## src/design/pdsr_pkg.sv

```systemverilog
// Package for the power-down save and reset sequencer
package pdsr_pkg;

  // ----------------------------------------
  // Timing
  // ----------------------------------------
  localparam int CLK_PERIOD_PS     = 5000;
  localparam int RECHECK_DELAY_US  = 10000;
  localparam int RECHECK_CYCLES    = (RECHECK_DELAY_US * 1000) / (CLK_PERIOD_PS / 1000);
  localparam int SK_HALF_NS        = 500;
  localparam int SK_HALF_CYCLES    = SK_HALF_NS / (CLK_PERIOD_PS / 1000);
  localparam int WRITE_WAIT_US     = 10;
  localparam int WRITE_WAIT_CYCLES = (WRITE_WAIT_US * 1000) / (CLK_PERIOD_PS / 1000);

  // ----------------------------------------
  // Save image and serial frame layout
  // ----------------------------------------
  localparam int        SAVE_BYTES  = 32;
  localparam int        ADDR_W      = 7;
  localparam int        FRAME_BITS  = 10;
  localparam int        BYTE_CNT_W  = 6;
  localparam logic [2:0] OP_WRITE   = 3'h5;
  localparam logic [2:0] OP_WEN     = 3'h4;
  localparam logic [6:0] WEN_ADDR   = 7'h60;

  typedef enum logic [2:0] {
    PDSR_CMD_IDLE  = 3'h0,
    PDSR_CMD_WEN   = 3'h1,
    PDSR_CMD_WRITE = 3'h2
  } pdsr_cmd_e;

  // Request from the sequencer to the serial engine
  typedef struct packed {
    logic        start;
    pdsr_cmd_e   cmd;
    logic [6:0]  addr;
    logic [15:0] data;
  } pdsr_req_s;

  // EEPROM port pins: select, clock, data to the part
  typedef struct packed {
    logic cs;
    logic sk;
    logic di;
  } pdsr_pins_s;

endpackage

```

## src/design/pdsr_top.sv

```systemverilog
// Power-down sequencer: qualify supply fail, save settings, request system reset
`timescale 1ns/100ps

// Functional notes
// - The fail indication is taken on a dedicated event input that starts power-off handling.
// - The reset-request pin is set to its idle level from reset so it can later fire the reset generator.
// - A fail indication while idle is treated as power-off at once.
// - A fail indication while printing halts printing and is sampled again about ten milliseconds later.
// - If the re-sample still shows the fail indication, power-off is declared.
// - After power-off is declared, at least thirty-two bytes are written to the EEPROM first.
// - The save completes while the logic supply is still in range, so it starts at once with no waits.
// - When the writes are done the reset-request pin is driven high.
// - The EEPROM is reached over select, clock, data-out and data-in port pins.
// - No EEPROM access starts while reset is held.
module pdsr_top
  import pdsr_pkg::*;
(
  input  wire logic        clk,              // System clock, 200 MHz
  input  wire logic        reset,            // From reset generator, active high
  input  wire logic        supply_fail,      // Asynchronous supply fail indication
  input  wire logic        printing,         // Printer is in a print job
  input  wire logic [7:0]  save_data [SAVE_BYTES], // Settings image to save
  input  wire logic        eeprom_do,        // Data from EEPROM
  output logic             eeprom_cs,        // EEPROM chip select
  output logic             eeprom_sk,        // EEPROM serial clock
  output logic             eeprom_di,        // Data to EEPROM
  output logic             halt_print,       // Stop printing request
  output logic             power_off,        // Power-off declared
  output logic             reset_request_pin // To manual reset input of reset generator
);

  typedef enum logic [6:0] {
    ST_RUN    = 7'b0000001,
    ST_CHECK  = 7'b0000010,
    ST_WEN    = 7'b0000100,
    ST_WRITE  = 7'b0001000,
    ST_WAIT   = 7'b0010000,
    ST_RESET  = 7'b0100000,
    ST_START  = 7'b1000000
  } pdsr_st_e;

  pdsr_st_e         state;
  pdsr_st_e         next_state;
  logic             fail_level;
  logic             fail_pending;
  logic             clear_pending;
  logic [21:0]      delay_cnt;
  logic [BYTE_CNT_W-1:0] word_idx;
  pdsr_req_s        req;
  pdsr_pins_s       pins;
  logic             eng_busy;
  logic             eng_done;
  logic             delay_done;
  logic             last_word;
  logic [15:0]      word_data;

  // ----------------------------------------
  // Helpers
  // ----------------------------------------
  function automatic logic [15:0] pack_word(input logic [7:0] lo, input logic [7:0] hi);
    return {hi, lo};
  endfunction

  // ----------------------------------------
  // Submodules
  // ----------------------------------------
  pdsr_sync u_sync (
    .clk           (clk),
    .reset         (reset),
    .async_in      (supply_fail),
    .clear_pending (clear_pending),
    .level         (fail_level),
    .pending       (fail_pending)
  );

  pdsr_eeprom_if u_eeprom (
    .clk   (clk),
    .reset (reset),
    .req   (req),
    .do_in (eeprom_do),
    .pins  (pins),
    .busy  (eng_busy),
    .done  (eng_done)
  );

  // ----------------------------------------
  // Decode
  // ----------------------------------------
  assign delay_done    = delay_cnt == 22'(RECHECK_CYCLES - 1);
  assign last_word     = word_idx == BYTE_CNT_W'(SAVE_BYTES / 2 - 1);
  assign word_data     = pack_word(save_data[{word_idx[3:0], 1'b0}],
                                   save_data[{word_idx[3:0], 1'b1}]);
  // Consume the event on leaving the re-check too, so a glitch does not re-arm it
  assign clear_pending = fail_pending &&
                         (state == ST_RUN || (state == ST_CHECK && delay_done));

  // Request is held only in save states and never under reset
  assign req.start = !reset && !eng_busy && !eng_done &&
                     (state == ST_WEN || state == ST_WRITE);
  assign req.cmd   = state == ST_WEN   ? PDSR_CMD_WEN :
                     state == ST_WRITE ? PDSR_CMD_WRITE : PDSR_CMD_IDLE;
  assign req.addr  = 7'(word_idx);
  assign req.data  = word_data;

  // ----------------------------------------
  // Sequencer next state
  // ----------------------------------------
  always_comb begin
    next_state = state;
    case (state)
      ST_START: next_state = ST_RUN;
      ST_RUN: begin
        if (fail_pending) begin
          if (printing)
            next_state = ST_CHECK;
          else
            next_state = ST_WEN;
        end
      end
      ST_CHECK: begin
        if (delay_done)
          next_state = fail_level ? ST_WEN : ST_RUN;
      end
      ST_WEN: begin
        if (eng_done)
          next_state = ST_WRITE;
      end
      ST_WRITE: begin
        if (eng_done)
          next_state = last_word ? ST_RESET : ST_WRITE;
      end
      ST_RESET: next_state = ST_RESET;
      ST_WAIT:  next_state = ST_RUN;
      default:  next_state = ST_START;
    endcase
  end

  // ----------------------------------------
  // Registers
  // ----------------------------------------
  always_ff @(posedge clk) begin
    if (reset) begin
      state     <= ST_START;
      delay_cnt <= '0;
      word_idx  <= '0;
    end else begin
      state     <= next_state;
      delay_cnt <= state == ST_CHECK ? delay_cnt + 22'h000001 : 22'h000000;
      if (state == ST_WRITE && eng_done)
        word_idx <= word_idx + BYTE_CNT_W'(1);
    end
  end

  // Outputs are registered; reset-request idles low from reset
  always_ff @(posedge clk) begin
    if (reset) begin
      eeprom_cs         <= 1'b0;
      eeprom_sk         <= 1'b0;
      eeprom_di         <= 1'b0;
      halt_print        <= 1'b0;
      power_off         <= 1'b0;
      reset_request_pin <= 1'b0;
    end else begin
      eeprom_cs         <= pins.cs;
      eeprom_sk         <= pins.sk;
      eeprom_di         <= pins.di;
      halt_print        <= next_state != ST_RUN && next_state != ST_START;
      power_off         <= next_state == ST_WEN || next_state == ST_WRITE ||
                           next_state == ST_RESET;
      reset_request_pin <= next_state == ST_RESET;
    end
  end

endmodule // pdsr_top

```

## src/design/pdsr_sync.sv

```systemverilog
// Two-stage synchroniser with a pending-event latch for the supply fail input
`timescale 1ns/100ps
module pdsr_sync
  import pdsr_pkg::*;
(
  input  wire logic clk,           // System clock
  input  wire logic reset,         // Synchronous reset, active high
  input  wire logic async_in,      // Raw supply fail indication
  input  wire logic clear_pending, // Sequencer consumed the event
  output logic      level,         // Synchronised level
  output logic      pending        // Latched assertion
);

  logic meta;

  // ----------------------------------------
  // Synchroniser and latch
  // ----------------------------------------
  always_ff @(posedge clk) begin
    if (reset) begin
      meta    <= 1'b0;
      level   <= 1'b0;
      pending <= 1'b0;
    end else begin
      meta  <= async_in;
      level <= meta;
      // Set wins over clear so an event on the clear cycle is kept
      if (level)
        pending <= 1'b1;
      else if (clear_pending)
        pending <= 1'b0;
    end
  end

endmodule // pdsr_sync

```

## src/design/pdsr_eeprom_if.sv

```systemverilog
// Three-wire serial EEPROM engine: write-enable and word-write frames
`timescale 1ns/100ps
module pdsr_eeprom_if
  import pdsr_pkg::*;
(
  input  wire logic       clk,     // System clock
  input  wire logic       reset,   // Synchronous reset, active high
  input  pdsr_req_s       req,     // Frame request
  input  wire logic       do_in,   // Data from the EEPROM
  output pdsr_pins_s      pins,    // Select, clock, data to EEPROM
  output logic            busy,    // Frame in progress
  output logic            done     // One-cycle pulse at frame end
);

  typedef enum logic [3:0] {
    ES_IDLE  = 4'b0001,
    ES_SHIFT = 4'b0010,
    ES_DESEL = 4'b0100,
    ES_POLL  = 4'b1000
  } pdsr_es_e;

  localparam int TOTAL_BITS = 1 + 2 + ADDR_W + 16;

  pdsr_es_e             state;
  logic [TOTAL_BITS-1:0] shreg;
  logic [5:0]            bitcnt;
  logic [15:0]           tcnt;
  logic                  is_write;
  logic                  tick;
  logic [5:0]            frame_len;
  logic [TOTAL_BITS-1:0] frame;
  logic                  do_q;

  // ----------------------------------------
  // Frame building
  // ----------------------------------------
  assign tick      = tcnt == 16'(SK_HALF_CYCLES - 1);
  assign frame_len = req.cmd == PDSR_CMD_WRITE ? 6'(TOTAL_BITS) : 6'(FRAME_BITS);
  assign frame     = req.cmd == PDSR_CMD_WRITE ? {OP_WRITE, req.addr, req.data}
                                               : {OP_WEN, WEN_ADDR, 16'h0000};

  always_ff @(posedge clk) begin
    if (reset) begin
      state    <= ES_IDLE;
      shreg    <= '0;
      bitcnt   <= '0;
      tcnt     <= '0;
      is_write <= 1'b0;
      pins     <= '0;
      busy     <= 1'b0;
      done     <= 1'b0;
      do_q     <= 1'b0;
    end else begin
      done <= 1'b0;
      do_q <= do_in;
      tcnt <= tick ? 16'h0000 : tcnt + 16'h0001;
      case (state)
        ES_IDLE: begin
          tcnt <= '0;
          if (req.start && req.cmd != PDSR_CMD_IDLE) begin
            state    <= ES_SHIFT;
            shreg    <= frame;
            bitcnt   <= frame_len;
            is_write <= req.cmd == PDSR_CMD_WRITE;
            pins.cs  <= 1'b1;
            pins.sk  <= 1'b0;
            pins.di  <= 1'b0;
            busy     <= 1'b1;
          end
        end
        ES_SHIFT: begin
          if (tick) begin
            if (!pins.sk) begin
              if (bitcnt == '0) begin
                state   <= ES_DESEL;
                pins.cs <= 1'b0;
                pins.di <= 1'b0;
              end else begin
                pins.di <= shreg[TOTAL_BITS-1];
                shreg   <= {shreg[TOTAL_BITS-2:0], 1'b0};
                bitcnt  <= bitcnt - 6'h01;
                pins.sk <= 1'b1;
              end
            end else begin
              pins.sk <= 1'b0;
            end
          end
        end
        ES_DESEL: begin
          if (tick) begin
            if (is_write) begin
              // Reselect and wait for the ready level on the data line
              state   <= ES_POLL;
              pins.cs <= 1'b1;
            end else begin
              state <= ES_IDLE;
              busy  <= 1'b0;
              done  <= 1'b1;
            end
          end
        end
        ES_POLL: begin
          if (tick && do_q) begin
            state   <= ES_IDLE;
            pins.cs <= 1'b0;
            busy    <= 1'b0;
            done    <= 1'b1;
          end
        end
        default: begin
          state <= ES_IDLE;
        end
      endcase
    end
  end

endmodule // pdsr_eeprom_if

```

## config.mk

```make
export PLATFORM = sky130hd
export DESIGN_NAME = pdsr_top
export DESIGN_NICKNAME = d
export VERILOG_FILES = /design/src/design/pdsr_pkg.sv /design/src/design/pdsr_top.sv /design/src/design/pdsr_sync.sv /design/src/design/pdsr_eeprom_if.sv
export SDC_FILE = /design/constraint.sdc
export NUM_CORES = 1
export LEC_CHECK = 0
export ABC_AREA = 1
export BUFFER_PORTS_ARGS = -buffer_cell sky130_fd_sc_hd__buf_2
export CAP_MARGIN = 20
export CORE_MARGIN = 5
export CORE_UTILIZATION = 27
export DETAILED_ROUTE_END_ITERATION = 7
export PLACE_DENSITY_LB_ADDON = 0.25
export SETUP_SLACK_MARGIN = 0.5
export SYNTH_ARGS = -nofsm -noshare
export SYNTH_HDL_FRONTEND = slang
export SYNTH_SLANG_ARGS = --single-unit
```

## constraint.sdc

```tcl
create_clock -name clk -period 2.1 [get_ports clk]
set_input_delay 0.42 -clock clk [delete_from_list [all_inputs] [get_ports clk]]
set_output_delay 0.42 -clock clk [all_outputs]
set_load 0.005 [all_outputs]
```

==> metrics.txt <==
met2 Usage GRT about 30%; Fin Hold WS 0.2773 ns; minimum clock period 1.832 ns; fmax 0.5458 GHz; Startpoint Class flip-flop; sequential area share after synthesis around 25%; Main synth FF type dfxtp_1; drc violations 0; Core ar. 29640 um2; Async SR Flop Fraction 0%; clock power share about 24%; Post-Syn Area 8092 um2; vias in the first global route between 9000 and 10000; Vias/cell 4.721; FP Rows 63; Final Cycle Share around 87%; setup_tns 0 ns; number of flops mapped to enable cells by yosys 0; Unique masters post-synth 42; Antenna Violating Nets Remaining 0; Die Y 183.1 um; P_leak between 5 and 6 nW; maximum vdd drop 0.0005423 V; maximum clock insertion buffer count 2; Switch Pwr 3.109 mW; Switching Fraction 38.05%; clk root buf clkbuf_16; first-pass iteration count of the detailed router 6; CTS tree yes; syn nets 1697; GR Util met3 under 10%; max-cap violation count 0; WS Path Type reg2reg; Die Span X 183.1 um; outcome finished, final reports clean; Detailed Place HPWL 22.67 mm; Seq. cell area 2085 um2; Post-Syn Instances approximately 1400; Reg clk slew, reported paths 0.07 ns; DIE AREA 33530 um2; # setup viols final 0; Hold/Removal Path Class in2reg; fin util 37.63%; CP Data Required Time about 2.3 ns; wire per inst ~15 um; GRT met1 Usage a little under a quarter; area growth from synthesis to layout 37.82%; Top Usage Layer GRT met2; layout cells sized above 1 29.04%; mux cell area share after synthesis 0%; Max H-tree Level 3; Starting Density between 20% and 30%; combinational family with the most area after synthesis simple AND/OR/NAND/NOR gates; Final Hold Viols 0; fin. max-slew vios 0; unrepaired setup endpoints after global routing yes; antenna violations before repair 5; Post-layout nets 1977; Overall Power ~8 mW; crit path capture type flip-flop; Compound-Gate Fraction of Synth Area 11.78%; post-synthesis simple-gate area fraction 44.70%; multi-input logic area approximately 5100 um2; routability congestion estimate 0.8958; CTS buffer count 9; Iter 0 DRT Violations 611; largest net degree at the start of global routing 56; Boundary Pins 267; Synth Area in Adders 0.7732%; number of fillers in the final layout about 3300; Yosys reg bits 103; Clk Latency, worst-skew pair about 0.36 ns; sequential share of power 27.9%; Combinational Power Share 48.0%; Total Routed Length roughly 31 mm; synth warn 0; first-pass GRT wire length about 49 mm; total grt overflow 0; Tot GR Track Use 17.79%; TritonCTS Sinks 103; CP arrival 2.08 ns; vias 9962; pwr/cell area 732.8 nW/um2; Worst Clk Skew approximately 0.0090 ns; Max Fanout on Critical Path 5; Synth Area in XOR/XNOR less than 1%; Post-Syn Area per Cell 5.654 um2; P_int 5.063 mW; IO buf count ~270
## final timing paths
check | startpoint | cells after the start | endpoint | slack (ns)
setup reg to reg | u_eeprom.tcnt[8] | 12 | u_eeprom.state[2] | 0.27
setup / recovery | u_eeprom.tcnt[8] | 12 | u_eeprom.state[2] | 0.27
hold reg to reg | u_eeprom.pins[2] | 2 | eeprom_cs | 0.43
hold / removal | eeprom_do | 3 | u_eeprom.do_q | 0.28
## layout make-up
type | instances | area share (%)
clock buffers | 12 | 2.300
well taps | 390 | 4.376
repair buffers | 342 | 19.24
diodes | 5 | 0.1122
inverters | 262 | 8.908
multi-input cells | 993 | 45.56
flip-flops and latches | 103 | 18.69
clock inverters | 3 | 0.8078
## repair_timing
item / in CTS / in global routing
resized for setup: 52 / 70
pin swaps: 27 / 31
setup buffers: 26 / 13
hold endpoints to repair: 0 / 0
setup endpoints to repair: 63 / 83
cloned: 7 / 2
hold buffers: 0 / 0
## metrics by stage
stage          instance area, um2  cells  setup WS [ns]
3_3_place_gp                 9883   2042         0.2787
2_1_floorplan                8115   1431         0.4815
4_1_cts                     10740   2090         0.2850
3_5_place_dp                 9883   2042         0.2242
5_1_grt                     11150   2110         0.1508
6_report                    11150   2110         0.2680
## critical path, cell delays in order (launching register included)
cell and delay (ns):
dfxtp_1 0.35, inv_2 0.16, nand3_1 0.11, nor2_2 0.13, nand2_2 0.09, buf_6 0.13
o21ai_4 0.20, buf_4 0.15, nand2_2 0.06, nor2_4 0.13, inv_2 0.07, nor2_2 0.10
nor2_1 0.04
## power groups by stage
stage | sequential, mW | combinational [mW] | clock (mW)
2_1_floorplan | 2.29 | 2.07 | 0
3_3_place_gp | 2.31 | 2.66 | 0
3_5_place_dp | 2.31 | 2.69 | 0
4_1_cts | 2.28 | 3.76 | 2.02
5_1_grt | 2.31 | 4.28 | 2.09
6_report | 2.28 | 3.92 | 1.97
## metal layers
| layer | share of wire (%) | wire (um) |
|---|---|---|
| met1 | 43 | 13380 |
| met2 | 50 | 15530 |
| met3 | 5.0 | 1540 |
| met4 | 2.1 | 644 |
| met5 | 0 | 0 |
## sequential cells by signal, indices dropped and copies added (netlist names)
name,flops
u_eeprom.is_write,1
u_eeprom.tcnt,16
state,7
reset_request_pin,1
delay_cnt,22
u_eeprom.shreg,26
u_eeprom.done,1
power_off,1
u_eeprom.busy,1
u_eeprom.do_q,1
halt_print,1
u_sync.level,1
word_idx,6
u_sync.pending,1
eeprom_di,1
u_eeprom.state,4
eeprom_cs,1
eeprom_sk,1
u_eeprom.pins,3
u_eeprom.bitcnt,6
u_sync.meta,1
## logic make-up after synthesis
group | Yosys count
compound gates | 165
xor+xnor | 5
fa+ha+maj | 5
buf+inv | 338
flops | 103
other cells | 1
simple gates | 814
## layout by cell type (no fill, tap or decap), types with 10 or more instances in the layout
cell type	count
a21oi_1	56
buf_2	266
nand2_1	397
dfxtp_1	91
nor2_1	92
clkbuf_16	11
buf_4	51
buf_6	13
a21oi_2	14
nand3_1	189
inv_1	237
nor3_1	10
o21ai_0	56
nand2_2	26
inv_2	17
nor2_4	13
nand4_1	35
## cells in the mapped netlist (3+ instances only)
library cell / count / share of area (%)
or2_2: 3 / 0.23
dfxtp_1: 103 / 25
nand2_2: 14 / 1.1
nand3_1: 199 / 12
a21oi_2: 14 / 1.5
inv_2: 8 / 0.37
nor4_1: 6 / 0.46
buf_6: 3 / 0.42
xor2_1: 5 / 0.54
nand3b_1: 3 / 0.28
clkinv_1: 4 / 0.19
buf_1: 8 / 0.37
o31ai_1: 7 / 0.65
nand2_4: 3 / 0.42
o211ai_1: 7 / 0.65
buf_4: 5 / 0.46
nor2_1: 104 / 4.8
nor3_1: 16 / 0.99
o21ai_0: 61 / 3.8
o22ai_1: 9 / 0.70
buf_2: 22 / 1.4
ha_1: 5 / 0.77
a21oi_1: 58 / 3.6
nand4_1: 35 / 2.7
nor2_4: 3 / 0.42
nand2_1: 412 / 19
inv_1: 250 / 12
clkbuf_1: 37 / 1.7
nor2_2: 7 / 0.54
nor3b_1: 3 / 0.28
No activity file was read; power rests on OpenSTA's default activity.
